`config.mk`:
```
export PLATFORM = sky130hd
export DESIGN_NAME = two_channel_dma_controller
export DESIGN_NICKNAME = d
export VERILOG_FILES = /design/src/rtl/dma_pkg.sv /design/src/rtl/two_channel_dma_controller.sv
export SDC_FILE = /design/constraint.sdc
export NUM_CORES = 1
export LEC_CHECK = 0
export BUFFER_PORTS_ARGS = -buffer_cell sky130_fd_sc_hd__buf_2
export CAP_MARGIN = 20
export CORE_MARGIN = 4
export CORE_UTILIZATION = 56
export DETAILED_ROUTE_END_ITERATION = 8
export GPL_ROUTABILITY_DRIVEN = 1
export HOLD_SLACK_MARGIN = 0.1
export PLACE_DENSITY = 0.84
export SLEW_MARGIN = 20
export SYNTH_ARGS = -nofsm -noshare
export SYNTH_HDL_FRONTEND = slang
export SYNTH_SLANG_ARGS = --single-unit
export TNS_END_PERCENT = 5
```
`constraint.sdc`:
```
create_clock -name clk -period 3.6 [get_ports clk]
set_input_delay 0.9 -clock clk [delete_from_list [all_inputs] [get_ports clk]]
set_output_delay 0.9 -clock clk [all_outputs]
set_load 0.005 [all_outputs]
```
`src/rtl/dma_pkg.sv`:
```
/*
  constants, field positions and types shared by the two-channel dma controller.
  assumes a 20-bit byte address space and a 16-bit internal data bus.
*/
package dma_pkg;
  // ----------------------------------------
  // widths and sizes
  // ----------------------------------------
  localparam int ADDR_W = 20;     // byte address width
  localparam int DATA_W = 16;     // internal data bus width
  localparam int COUNT_W = 16;    // transfer counter width
  localparam int FIFO_DEPTH = 8;  // unit buffer depth
  localparam int PERIPH_N = 15;   // timers, uarts, a-d, usb request lines
  localparam int SEL_W = 5;       // request selector width

  // ----------------------------------------
  // address map limits
  // ----------------------------------------
  localparam logic [19:0] GUARD_LO = 20'h00020; // controller's own registers, low end
  localparam logic [19:0] GUARD_HI = 20'h0003f; // controller's own registers, high end
  localparam logic [19:0] SFR_TOP = 20'h003ff;  // end of register area
  localparam logic [19:0] STEP_BYTE = 20'h00001;
  localparam logic [19:0] STEP_WORD = 20'h00002;

  // ----------------------------------------
  // bus cycle coefficients j and k
  // ----------------------------------------
  localparam logic [1:0] WAIT_FAST = 2'h1; // no-wait internal memory
  localparam logic [1:0] WAIT_SLOW = 2'h2; // waited memory or register area

  // ----------------------------------------
  // configuration port selects
  // ----------------------------------------
  localparam logic [2:0] REG_SRC = 3'h0;
  localparam logic [2:0] REG_DST = 3'h1;
  localparam logic [2:0] REG_RELOAD = 3'h2;
  localparam logic [2:0] REG_COUNT = 3'h3;
  localparam logic [2:0] REG_CTRL = 3'h4;

  // ----------------------------------------
  // control word fields
  // ----------------------------------------
  localparam int CTL_EN = 0;       // channel enable
  localparam int CTL_REPEAT = 1;   // 1 = repeat mode
  localparam int CTL_UNIT8 = 2;    // unit_size_select, 1 = 8-bit
  localparam int CTL_SRC_FWD = 3;  // source forward
  localparam int CTL_DST_FWD = 4;  // destination forward
  localparam int CTL_SEL_LO = 5;   // request selector, 5 bits
  localparam int CTL_W = 10;
  localparam logic [4:0] SEL_EXT = 5'h0f; // falling edge of the channel's external line
  localparam logic [4:0] SEL_SW = 5'h10;  // software trigger

  typedef enum logic [2:0] {S_IDLE, S_RD, S_PUSH, S_POP, S_WR, S_DONE} engine_state_t;
endpackage

```
`src/rtl/two_channel_dma_controller.sv`:
```
/*
  two-channel cycle-stealing dma engine with its unit buffer.
  assumes an arbiter answering bus_request with bus_grant, and a bus that
  returns read data in a strobe's last cycle, bytes in the low lane.
*/
`timescale 1ns/100ps

// ----------------------------------------
// unit buffer
// ----------------------------------------
module unit_fifo #(
  parameter int WIDTH = 16,
  parameter int DEPTH = 8
) (
  input wire logic clk,
  input wire logic reset_n,
  input wire logic in_valid,
  output logic in_ready,
  input wire logic [WIDTH-1:0] in_data,
  output logic out_valid,
  input wire logic out_ready,
  output logic [WIDTH-1:0] out_data
);
  localparam int AW = $clog2(DEPTH); // depth must be a power of two
  logic [WIDTH-1:0] mem [DEPTH];      // storage, no reset needed
  logic [AW:0] wr_ptr;                // extra bit tells full from empty
  logic [AW:0] rd_ptr;
  wire full = (wr_ptr[AW] != rd_ptr[AW]) && (wr_ptr[AW-1:0] == rd_ptr[AW-1:0]);
  wire empty = (wr_ptr == rd_ptr);
  wire push = in_valid && !full;
  wire pop = out_valid && out_ready;

  assign in_ready = !full;
  assign out_valid = !empty;
  assign out_data = mem[rd_ptr[AW-1:0]];

  // pointer update
  always_ff @(posedge clk)
  begin
    if (!reset_n)
    begin
      wr_ptr <= '0;
      rd_ptr <= '0;
    end
    else
    begin
      if (push)
        wr_ptr <= wr_ptr + 1'b1;
      if (pop)
        rd_ptr <= rd_ptr + 1'b1;
    end
  end

  // data store
  always_ff @(posedge clk)
  begin
    if (push)
      mem[wr_ptr[AW-1:0]] <= in_data;
  end
endmodule

// ----------------------------------------
// controller top
// ----------------------------------------
module two_channel_dma_controller #(
  parameter int FIFO_DEPTH = dma_pkg::FIFO_DEPTH
) (
  input wire logic clk,
  input wire logic reset_n,
  input wire logic external_irq_line_zero,
  input wire logic external_irq_line_one,
  input wire logic [dma_pkg::PERIPH_N-1:0] periph_request,
  input wire logic [1:0] soft_trigger,
  input wire logic soft_wait_enable,
  input wire logic cfg_write,
  input wire logic cfg_channel,
  input wire logic [2:0] cfg_select,
  input wire logic [dma_pkg::ADDR_W-1:0] cfg_data,
  input wire logic view_channel,
  input wire logic [2:0] view_select,
  output logic [dma_pkg::ADDR_W-1:0] view_data,
  input wire logic bus_grant,
  input wire logic [dma_pkg::DATA_W-1:0] bus_rdata,
  output logic bus_request,
  output logic bus_strobe,
  output logic bus_write,
  output logic bus_wide,
  output logic [dma_pkg::ADDR_W-1:0] bus_addr,
  output logic [dma_pkg::DATA_W-1:0] bus_wdata,
  output logic [1:0] channel_enabled,
  output logic [1:0] transfer_irq
);
  // ----------------------------------------
  // external line synchronisers
  // ----------------------------------------
  logic [1:0] ext_s1; // first stage, read only by ext_s2
  logic [1:0] ext_s2;
  logic [1:0] ext_s3; // previous level for edge detect
  wire [1:0] ext_pins = {external_irq_line_one, external_irq_line_zero};
  wire [1:0] ext_fall = ext_s3 & ~ext_s2;

  // idle-high reset avoids a false edge at release
  always_ff @(posedge clk)
  begin
    if (!reset_n)
    begin
      ext_s1 <= 2'h3;
      ext_s2 <= 2'h3;
      ext_s3 <= 2'h3;
    end
    else
    begin
      ext_s1 <= ext_pins;
      ext_s2 <= ext_s1;
      ext_s3 <= ext_s2;
    end
  end

  // ----------------------------------------
  // engine to channel wiring
  // ----------------------------------------
  dma_pkg::engine_state_t state;       // engine state
  dma_pkg::engine_state_t next_state;
  logic ch;                            // channel being served
  logic [19:0] src_cur [2];            // effective source address
  logic [19:0] dst_cur [2];            // effective destination address
  logic [19:0] view_val [2];           // per-channel read-back
  logic [1:0] unit8_v;                 // per-channel 8-bit flag
  logic [1:0] pend_v;                  // per-channel pending request
  logic [1:0] en_v;                    // per-channel enable
  logic [1:0] uf_v;                    // per-channel underflow pulse
  wire any_pend = |pend_v;
  wire pick = !pend_v[0];              // channel_zero first
  wire start_eng = (state == dma_pkg::S_IDLE) && any_pend && bus_grant;
  wire [1:0] take_v = start_eng ? (pick ? 2'b10 : 2'b01) : 2'b00;
  wire [1:0] done_v = (state == dma_pkg::S_DONE) ? (ch ? 2'b10 : 2'b01) : 2'b00;

  // ----------------------------------------
  // channel register sets
  // ----------------------------------------
  genvar c;
  generate
    for (c = 0; c < 2; c++)
    begin : chan
      logic en;              // enable bit
      logic rpt;             // repeat mode
      logic u8;              // 8-bit units
      logic sfwd;            // source forward
      logic dfwd;            // destination forward
      logic pend;            // request waiting for service
      logic [4:0] rsel;      // request selector
      logic [19:0] sp;       // source pointer
      logic [19:0] dp;       // destination pointer
      logic [19:0] fp;       // internal forward address pointer
      logic [15:0] rl;       // counter reload
      logic [15:0] cnt;      // transfer counter
      wire sel_cfg = cfg_write && (cfg_channel == 1'(c));
      wire w_ctrl = sel_cfg && (cfg_select == dma_pkg::REG_CTRL);
      wire new_en = cfg_data[dma_pkg::CTL_EN];
      wire new_sfwd = cfg_data[dma_pkg::CTL_SRC_FWD];
      wire start = w_ctrl && new_en && !en;
      wire stop = w_ctrl && !new_en;
      wire w_src = sel_cfg && (cfg_select == dma_pkg::REG_SRC) && (sfwd || !en);
      wire w_dst = sel_cfg && (cfg_select == dma_pkg::REG_DST) && (dfwd || !en);
      wire w_rl = sel_cfg && (cfg_select == dma_pkg::REG_RELOAD);
      wire periph_hit = (rsel < 5'(dma_pkg::PERIPH_N)) && periph_request[rsel[3:0]];
      // external edge only reaches its own channel
      wire hit = (rsel == dma_pkg::SEL_EXT) ? ext_fall[c] :
                 (rsel == dma_pkg::SEL_SW) ? soft_trigger[c] : periph_hit;
      wire done = done_v[c] && en;
      wire uf = done && (cnt == 16'h0000);              // decrement past zero
      wire [19:0] step = u8 ? dma_pkg::STEP_BYTE : dma_pkg::STEP_WORD;

      // configuration, start, per-unit update
      always_ff @(posedge clk)
      begin
        if (!reset_n)
        begin
          en <= 1'b0;
          rpt <= 1'b0;
          u8 <= 1'b0;
          sfwd <= 1'b0;
          dfwd <= 1'b0;
          rsel <= 5'h00;
          sp <= 20'h00000;
          dp <= 20'h00000;
          fp <= 20'h00000;
          rl <= 16'h0000;
          cnt <= 16'h0000;
        end
        else
        begin
          if (w_ctrl)
          begin
            en <= new_en;                                 // zero shuts down
            rpt <= cfg_data[dma_pkg::CTL_REPEAT];
            u8 <= cfg_data[dma_pkg::CTL_UNIT8];
            sfwd <= new_sfwd;
            dfwd <= cfg_data[dma_pkg::CTL_DST_FWD] && !new_sfwd; // source wins
            rsel <= cfg_data[dma_pkg::CTL_SEL_LO +: 5];
          end
          if (w_src)
            sp <= cfg_data;
          if (w_dst)
            dp <= cfg_data;
          if (w_rl)
            rl <= cfg_data[15:0];
          if (start)
          begin
            fp <= new_sfwd ? sp : dp;
            cnt <= rl;
          end
          else if (uf)
          begin
            if (rpt)
            begin
              cnt <= rl;
              fp <= sfwd ? sp : dp;
            end
            else
              en <= 1'b0;
          end
          else if (done)
          begin
            cnt <= cnt - 16'h0001;
            fp <= fp + step;
          end
        end
      end

      // pending request, a new request beats the service clear
      always_ff @(posedge clk)
      begin
        if (!reset_n)
          pend <= 1'b0;
        else if (stop)
          pend <= 1'b0;
        else if (hit && en)
          pend <= 1'b1;
        else if (take_v[c] || uf)
          pend <= 1'b0;                                   // only later requests resume
      end

      assign src_cur[c] = sfwd ? fp : sp;
      assign dst_cur[c] = dfwd ? fp : dp;
      assign unit8_v[c] = u8;
      assign pend_v[c] = pend;
      assign en_v[c] = en;
      assign uf_v[c] = uf;
      // live forward pointer while enabled
      assign view_val[c] =
        (view_select == dma_pkg::REG_SRC) ? ((sfwd && en) ? fp : sp) :
        (view_select == dma_pkg::REG_DST) ? ((dfwd && en) ? fp : dp) :
        (view_select == dma_pkg::REG_RELOAD) ? {4'h0, rl} :
        (view_select == dma_pkg::REG_COUNT) ? {4'h0, cnt} :
        (view_select == dma_pkg::REG_CTRL) ? {10'h000, rsel, dfwd, sfwd, u8, rpt, en} : 20'h00000;
    end
  endgenerate

  // ----------------------------------------
  // access decode
  // ----------------------------------------
  logic part;            // second half of a split unit
  logic acc_two;         // current unit is split
  logic [1:0] timer;     // clocks left in current bus cycle
  logic [15:0] rbuf;     // unit assembled from reads
  logic [15:0] wbuf;     // unit being written
  logic fifo_in_ready;
  logic fifo_out_valid;
  logic [15:0] fifo_out;
  wire iss_ch = (state == dma_pkg::S_IDLE) ? pick : ch;
  wire iss_wr = (state == dma_pkg::S_POP) || (state == dma_pkg::S_WR);
  wire iss_part = (state == dma_pkg::S_RD) || (state == dma_pkg::S_WR);
  wire [19:0] base = iss_wr ? dst_cur[iss_ch] : src_cur[iss_ch];
  wire iss_two = !unit8_v[iss_ch] && base[0];            // odd 16-bit
  wire iss_wide = !unit8_v[iss_ch] && !base[0];
  wire [19:0] iss_addr = base + {19'h00000, iss_part};
  // register area and software waits cost two clocks
  wire iss_slow = soft_wait_enable || (iss_addr <= dma_pkg::SFR_TOP);
  wire iss_guard = (iss_addr >= dma_pkg::GUARD_LO) && (iss_addr <= dma_pkg::GUARD_HI);
  wire [1:0] iss_wait = iss_slow ? (dma_pkg::WAIT_SLOW - 2'h1) : (dma_pkg::WAIT_FAST - 2'h1);
  wire [15:0] iss_data = (state == dma_pkg::S_POP) ? fifo_out : wbuf;
  wire [15:0] iss_wdata = iss_part ? {8'h00, iss_data[15:8]} : iss_data;
  wire last = (timer == 2'h0);
  wire more = acc_two && !part;
  wire in_acc = (state == dma_pkg::S_RD) || (state == dma_pkg::S_WR);
  wire do_issue = start_eng || (in_acc && last && more) ||
                  ((state == dma_pkg::S_POP) && fifo_out_valid);
  // a suppressed access reads as zero
  wire [15:0] rd_val = bus_strobe ? bus_rdata : 16'h0000;

  // ----------------------------------------
  // engine sequencing
  // ----------------------------------------
  // read, buffer, write, then release the bus
  always_comb
  begin
    next_state = state;
    unique case (state)
      dma_pkg::S_IDLE:
        if (start_eng)
          next_state = dma_pkg::S_RD;
      dma_pkg::S_RD:
        if (last && !more)
          next_state = dma_pkg::S_PUSH;
      dma_pkg::S_PUSH:
        if (fifo_in_ready)
          next_state = dma_pkg::S_POP;
      dma_pkg::S_POP:
        if (fifo_out_valid)
          next_state = dma_pkg::S_WR;
      dma_pkg::S_WR:
        if (last && !more)
          next_state = dma_pkg::S_DONE;
      dma_pkg::S_DONE:
        next_state = dma_pkg::S_IDLE;                    // bus given back per unit
    endcase
  end

  // state, channel and read assembly
  always_ff @(posedge clk)
  begin
    if (!reset_n)
    begin
      state <= dma_pkg::S_IDLE;
      ch <= 1'b0;
      rbuf <= 16'h0000;
      wbuf <= 16'h0000;
    end
    else
    begin
      state <= next_state;
      if (start_eng)
        ch <= pick;
      if ((state == dma_pkg::S_POP) && fifo_out_valid)
        wbuf <= fifo_out;
      if ((state == dma_pkg::S_RD) && last)
      begin
        if (part)
          rbuf[15:8] <= rd_val[7:0];
        else if (bus_wide)
          rbuf <= rd_val;
        else
          rbuf <= {8'h00, rd_val[7:0]};
      end
    end
  end

  // bus cycle outputs, held for the cycle's clocks
  always_ff @(posedge clk)
  begin
    if (!reset_n)
    begin
      bus_strobe <= 1'b0;
      bus_write <= 1'b0;
      bus_wide <= 1'b0;
      bus_addr <= 20'h00000;
      bus_wdata <= 16'h0000;
      timer <= 2'h0;
      part <= 1'b0;
      acc_two <= 1'b0;
    end
    else if (do_issue)
    begin
      bus_strobe <= !iss_guard;
      bus_write <= iss_wr;
      bus_wide <= iss_wide;
      bus_addr <= iss_addr;
      bus_wdata <= iss_wr ? iss_wdata : 16'h0000;
      timer <= iss_wait;
      part <= iss_part;
      acc_two <= iss_two;
    end
    else if (in_acc && last)
      bus_strobe <= 1'b0;
    else if (!last)
      timer <= timer - 2'h1;
  end

  // request, status and interrupt outputs
  always_ff @(posedge clk)
  begin
    if (!reset_n)
    begin
      bus_request <= 1'b0;
      view_data <= 20'h00000;
      channel_enabled <= 2'h0;
      transfer_irq <= 2'h0;
    end
    else
    begin
      bus_request <= (next_state != dma_pkg::S_IDLE && next_state != dma_pkg::S_DONE) ||
                     (state == dma_pkg::S_IDLE && any_pend && !start_eng);
      view_data <= view_val[view_channel];
      channel_enabled <= en_v;
      transfer_irq <= uf_v;
    end
  end

  // ----------------------------------------
  // unit buffer between read and write
  // ----------------------------------------
  unit_fifo #(
    .WIDTH(dma_pkg::DATA_W),
    .DEPTH(FIFO_DEPTH)
  ) unit_buffer (
    .clk(clk),
    .reset_n(reset_n),
    .in_valid(state == dma_pkg::S_PUSH),
    .in_ready(fifo_in_ready),
    .in_data(rbuf),
    .out_valid(fifo_out_valid),
    .out_ready(state == dma_pkg::S_POP),
    .out_data(fifo_out)
  );
endmodule

```
# Word-level counts from Yosys, hierarchy flattened
# Memory sizes are Yosys's and may differ from the RTL's. A register that Yosys moved wholly into a read port is not among the register bits.
# Index checks and enable logic that the tools add are counted.
# classes
addsub	8
magnitude_cmp	10
eq_ne	24
mux	99
n_bitwise	7
reduce_logical	92
# ops
operator	n
$mux W20	34
$mux W16	17
$logic_and A1 B1 Y1	48
$add A20 B2 Y20	2
$logic_not A16 Y1	2
$sub A16 B1 Y16 const B	2
$mux W1	26
$mux W3	7
$add A20 B1 Y20	1
$ge A20 B6 Y1 const B	1
$le A20 B10 Y1 const B	1
$le A20 B6 Y1 const B	1
$mux W10	2
$mux W2	9
$pmux W3 S6	1
$eq A3 B2 Y1 const B	5
$logic_not A1 Y1	13
$eq A3 B3 Y1 const B	4
$logic_or A1 B1 Y1	12
$eq A5 B4 Y1 const B	2
$eq A5 B5 Y1 const B	2
$lt A4 B5 Y1 const B	2
$lt A5 B4 Y1 const B	2
$eq A3 B1 Y1 const B	3
22 further kinds	41
# word_totals
register_bits	324
ram_bits	128
input_bits	68
wordCells	287
n_memories	1
# memory_table
name	depth	width	read_ports	rd_ports_with_merged_regs	wr	line	rtl
unit_buffer.mem	8	16	1	1	1	two_channel_dma_controller.sv:25	logic [WIDTH-1:0] mem [DEPTH];

# Depth between registers and ports, before layout
# depth
ltp_word	12
mapped_depth	15
ltp_nobuf	12

# Modules after synthesis
# From an unflattened synthesis, not the netlist that was laid out.
# hier_totals
hier_cells	2589
area_unflattened_um2	24076.8
# modules_own_cells
module	instances	cells_each	area_per_inst_um2
two_channel_dma_controller	1	2319	18408.9
unit_fifo	1	270	5667.9

# Least setup slack after synthesis
# Ideal clock, no wire load.
# synth_timing
kind	reg2reg
start	register unit_buffer.wr_ptr[1]
end	memory unit_buffer.mem[4][0] (enable)
arrival_time_ps	3202
path_slack_ps	-15
path_stages_with_launch	7
cell_sequence	dfxtp_1 > clkbuf_1 > xor2_1 > nor3_1 > a2111oi_0 > nand2b_1 > nor3b_1
# synth_between
elab_chain_len	6
# synth_lines
element	line	rtl
start, declared	two_channel_dma_controller.sv:26	logic [AW:0] wr_ptr;
start signal, assigned	two_channel_dma_controller.sv:48	wr_ptr <= wr_ptr + 1'b1;
$eq A3 B3 Y1	two_channel_dma_controller.sv:28	wire full = (wr_ptr[AW] != rd_ptr[AW]) && (wr_ptr[AW-1:0] == rd_ptr[AW-1:0]);
$logic_and A1 B1 Y1	two_channel_dma_controller.sv:28	
$logic_not A1 Y1	two_channel_dma_controller.sv:30	wire push = in_valid && !full;
$logic_and A1 B1 Y1	two_channel_dma_controller.sv:30	
$mux W1	two_channel_dma_controller.sv:57	if (push)
$mux W1 (not written as such)	two_channel_dma_controller.sv:58	mem[wr_ptr[AW-1:0]] <= in_data;
end, declared	two_channel_dma_controller.sv:25	
# Parallel ways exist; a longest one is shown, timed or not.

# Worst setup path in the final report
# layout_timing
start	register state[1]
end	register timer[0]
# layout_between
elab_chain_len	12
# layout_lines
element	line	rtl
start, declared	two_channel_dma_controller.sv:122	dma_pkg::engine_state_t state;
start signal, assigned	two_channel_dma_controller.sv:325	state <= dma_pkg::S_IDLE;
start signal, assigned	two_channel_dma_controller.sv:332	state <= next_state;
$logic_not A3 Y1	two_channel_dma_controller.sv:134, two_channel_dma_controller.sv:271	
$mux W1	two_channel_dma_controller.sv:271	wire iss_ch = (state == dma_pkg::S_IDLE) ? pick : ch;
$not A1 Y2 (not written as such)	two_channel_dma_controller.sv:274	wire [19:0] base = iss_wr ? dst_cur[iss_ch] : src_cur[iss_ch];
$mux W20 (not written as such) (3 in series)	two_channel_dma_controller.sv:274	
$mux W20	two_channel_dma_controller.sv:274	
$add A20 B1 Y20	two_channel_dma_controller.sv:277	wire [19:0] iss_addr = base + {19'h00000, iss_part};
$le A20 B10 Y1	two_channel_dma_controller.sv:279	wire iss_slow = soft_wait_enable || (iss_addr <= dma_pkg::SFR_TOP);
$logic_or A1 B1 Y1	two_channel_dma_controller.sv:279	
$mux W1	two_channel_dma_controller.sv:281	wire [1:0] iss_wait = iss_slow ? (dma_pkg::WAIT_SLOW - 2'h1) : (dma_pkg::WAIT_FAST - 2'h1);
$mux W2	two_channel_dma_controller.sv:363	else if (do_issue)
end signal, assigned	two_channel_dma_controller.sv:370	timer <= iss_wait;
end signal, assigned	two_channel_dma_controller.sv:377	timer <= timer - 2'h1;
end, declared	two_channel_dma_controller.sv:265	logic [1:0] timer;
# Parallel ways exist; a longest one is shown, timed or not. The select of a mux whose other input is x is not followed.
# A chain may end at the register's enable or synchronous reset.

==> results.json <==
{
  "post_synth_net_total": 2685,
  "post_drt_via_cell_ratio": 6.64,
  "gp_congestion": 0.996,
  "cp_num_buf_inv": 2,
  "synth_sequential_area_ratio_pct": 43.4,
  "crit_slowest_cell": "sky130_fd_sc_hd__or4_1",
  "max_freq_ghz": 0.294,
  "grt_pass1_wl_mm": 121,
  "final_layout_size_suffix_gt1_share_pct": 16.9,
  "final-hold-violation-count": 0,
  "synthTopCellsByCount": "sky130_fd_sc_hd__nand2_1, sky130_fd_sc_hd__dfxtp_1, sky130_fd_sc_hd__a21oi_1",
  "drtAntennaViolNets": 0,
  "critical-path-max-stage-delay_ns": 0.55,
  "critical-path-top-cell-by-count": "sky130_fd_sc_hd__buf_4",
  "num-nets-final": 2767,
  "fin_crit_sh_pct": 94.6,
  "placementRows": 74,
  "routed_wl_mm": 80.2,
  "syn_avg_cell_area_um2": 9.06,
  "post_synth_inst_count": 2604,
  "post_synth_edffs": 128,
  "areaGrowthSynthToFinish_pct": 14.4,
  "numPortBuffers": 131,
  "dr.pass1.iters": 9,
  "grt_antenna_before_repair": 2,
  "grt_max_degree": 103,
  "post_synth_arst_share_pct": 0,
  "fin_area_um2": 27000,
  "drc": 0,
  "largest_voltage_drop_on_the_vdd_net_uv": 490,
  "cts_hold_repair.buffers": 0,
  "initialDrtViolationCount": 3107,
  "dp.cells": 3168,
  "hold_path_class": "reg -> reg",
  "core-area_um2": 41200,
  "timing.critical_path.fanout_max": 20,
  "n_antenna_cell": 0,
  "max_slew_violation_count": 0,
  "crit_path_dat_ns": 3.95,
  "numClockSinks": 447,
  "timing.clock.skew_ns": 0.0436,
  "power.leakage_nw": 10.2,
  "num_vias": 21600,
  "start_util_pct": 57.3,
  "clock_edge_transition_at_the_registers_on_the_reported_setup_and_hold_paths_ns": 0.06,
  "placedInstanceArea_um2": 25200,
  "cts_inserted_buffers": 48,
  "timing.critical_path.max_delay_family": "simple AND/OR/NAND/NOR gates",
  "yosysMostFrequentCell": "sky130_fd_sc_hd__nand2_1",
  "startpoint_type": "flop",
  "finalSetupViolCount": 0,
  "yosysUniqueCellTypes": 80,
  "timing.setup.critical_path_class": "reg -> reg",
  "die_y_um": 213,
  "ioPinCount": 132,
  "cts_buffer_depth": 3,
  "dominantRegCellSynth": "sky130_fd_sc_hd__dfxtp_1",
  "grt_use_total_pct": 34.4,
  "cap_violations": 0,
  "clock_tree_from_tritoncts": "yes",
  "cp_cell_sequence": "buf_4 > nand3b_2 > nand2b_1 > buf_4 > mux4_2 > or2_2 > nor4_4 > nor2b_1 > or4_1 > a211oi_2 > o311a_1",
  "chipWidth_um": 213,
  "post_cts_buffers": 0,
  "timing_worst_slew_pin_value_ns": 1.04,
  "wl_per_cell_um": 24.6,
  "cts_root_buf": "sky130_fd_sc_hd__clkbuf_16",
  "register_bit_total_from_synthesis": 447,
  "ys.warnings.count": 0,
  "die-area_um2": 45500,
  "critPathRequiredTime_ns": 4.14,
  "grt_overflow": 0,
  "synthTopCellsByArea": "sky130_fd_sc_hd__dfxtp_1, sky130_fd_sc_hd__edfxtp_1, sky130_fd_sc_hd__mux2i_1, sky130_fd_sc_hd__nand2_1, sky130_fd_sc_hd__a21oi_1",
  "max_slew_margin_pct": 30.4,
  "stdcell_count": 3258,
  "worstSkewPairLatency_ns": 0.63,
  "grt_setup_unrepaired": "no",
  "status": "finished clean",
  "synth_area_leader_cell": "sky130_fd_sc_hd__dfxtp_1",
  "detailedPlacementHpwl_mm": 55.3,
  "power_density_nw_per_um2": 460,
  "synth_top_cell_area_share_pct": 27.1,
  "htree_levels": 2,
  "synth_area_um2": 23600,
  "timing.final.crit_period_ns": 3.41,
  "grt_pass1_vias": 20400,
  "end_kind": "flop"
}
[area by class of cell]
cell class	instances	area, µm²
fillers	3134	14200
multi-input cells	1904	12400
flip-flops and latches	447	10200
repair buffers	259	1750
clock buffers	58	1280
well taps	532	666
clock inverters	32	498
inverters	26	105
[logic make-up (layout without fill, tap and decap cells)]
group	Yosys count	count (layout)	share of synthesized area (%)
simple gates	906	906	17.5
buf+inv	253	375	4.22
fa+ha+maj	13	13	0.753
xor+xnor	48	48	1.78
flops	447	447	43.4
mux	310	310	15.6
compound gates	627	627	16.7
[per-layer routing]
metal / global-route usage (%) / vias to the layer above / wire [µm] / share of wire, %
met5: 0 / - / 12 / 0.015
met4: 17.1 / 2 / 4630 / 5.8
met3: 7.24 / 267 / 9160 / 11
met2: 52.4 / 1347 / 35600 / 44
met1: 46.9 / 10400 / 30800 / 38
li1: - / 9585 / - / -
[cells in the final DEF (no fill, tap or decap), drive strengths merged, types with 15 or more instances in the layout]
cell type and count:
mux2 30, mux4 44, clkbuf 58, nand4 15, edfxtp 128, a21oi 252
nor3 47, and3 26, a22o 19, xnor2 22, dfxtp 319, o211ai 23
inv 27, o22ai 40, buf 259, a22oi 19, clkinv 19, xor2 26
nor2 245, mux2i 236, nor2b 41, nand2b 23, a211oi 105, o21ai 97
and2 16, nand3 81, nand2 355
[report_power, final]
group / internal [mW] / switching, mW / total [mW]
clock network: 3.35 / 2.18 / 5.52
logic: 0.606 / 0.961 / 1.57
registers: 5.23 / 0.0806 / 5.31
total: 9.19 / 3.22 / 12.4
[metrics by stage]
step	hold WS, ns	utilization [%]	TNS [ns]	power (mW)	setup WS, ns
5_1_grt	0.428	65.5	0	12.8	0.0164
6_report	0.406	65.5	0	12.4	0.194
2_1_floorplan	0.386	-	-0.272	6.40	-0.0148
4_1_cts	0.406	65.4	0	12.4	0.107
3_3_place_gp	0.389	61.1	0	6.89	0.297
3_5_place_dp	0.392	61.1	0	6.94	0.169
[flip-flops by register name, summed over array words and instances, names as in the netlist, 3 cells and up, named ones only]
register / count
state: 3
chan.rsel: 10
chan.dp: 40
unit_buffer.wr_ptr: 4
rbuf: 16
chan.fp: 40
wbuf: 8
view_data: 20
unit_buffer.rd_ptr: 4
chan.rl: 32
bus_addr: 20
chan.cnt: 32
unit_buffer.mem: 128
chan.sp: 40
bus_wdata: 16
[path summary, 6_finish.rpt]
path / startpoint / endpoint / slack, ns / cells after the start
worst max-delay path: state[1]$_SDFF_PN0_ / timer[0]$_SDFFE_PN0P_ / 0.19 / 11
worst min-delay path: ext_s1[0]$_SDFF_PN1_ / ext_s2[0]$_SDFF_PN1_ / 0.41 / 1
worst max register to register: state[1]$_SDFF_PN0_ / timer[0]$_SDFFE_PN0P_ / 0.19 / 11
worst min register to register: ext_s1[0]$_SDFF_PN1_ / ext_s2[0]$_SDFF_PN1_ / 0.41 / 1
[what timing repair did]
action | CTS | global route
endpoints found under the setup margin | 0 | 7
endpoints found under the hold margin | 0 | 0
resized for setup | 0 | 7
Note: power is estimated with default switching activity, not from simulation.
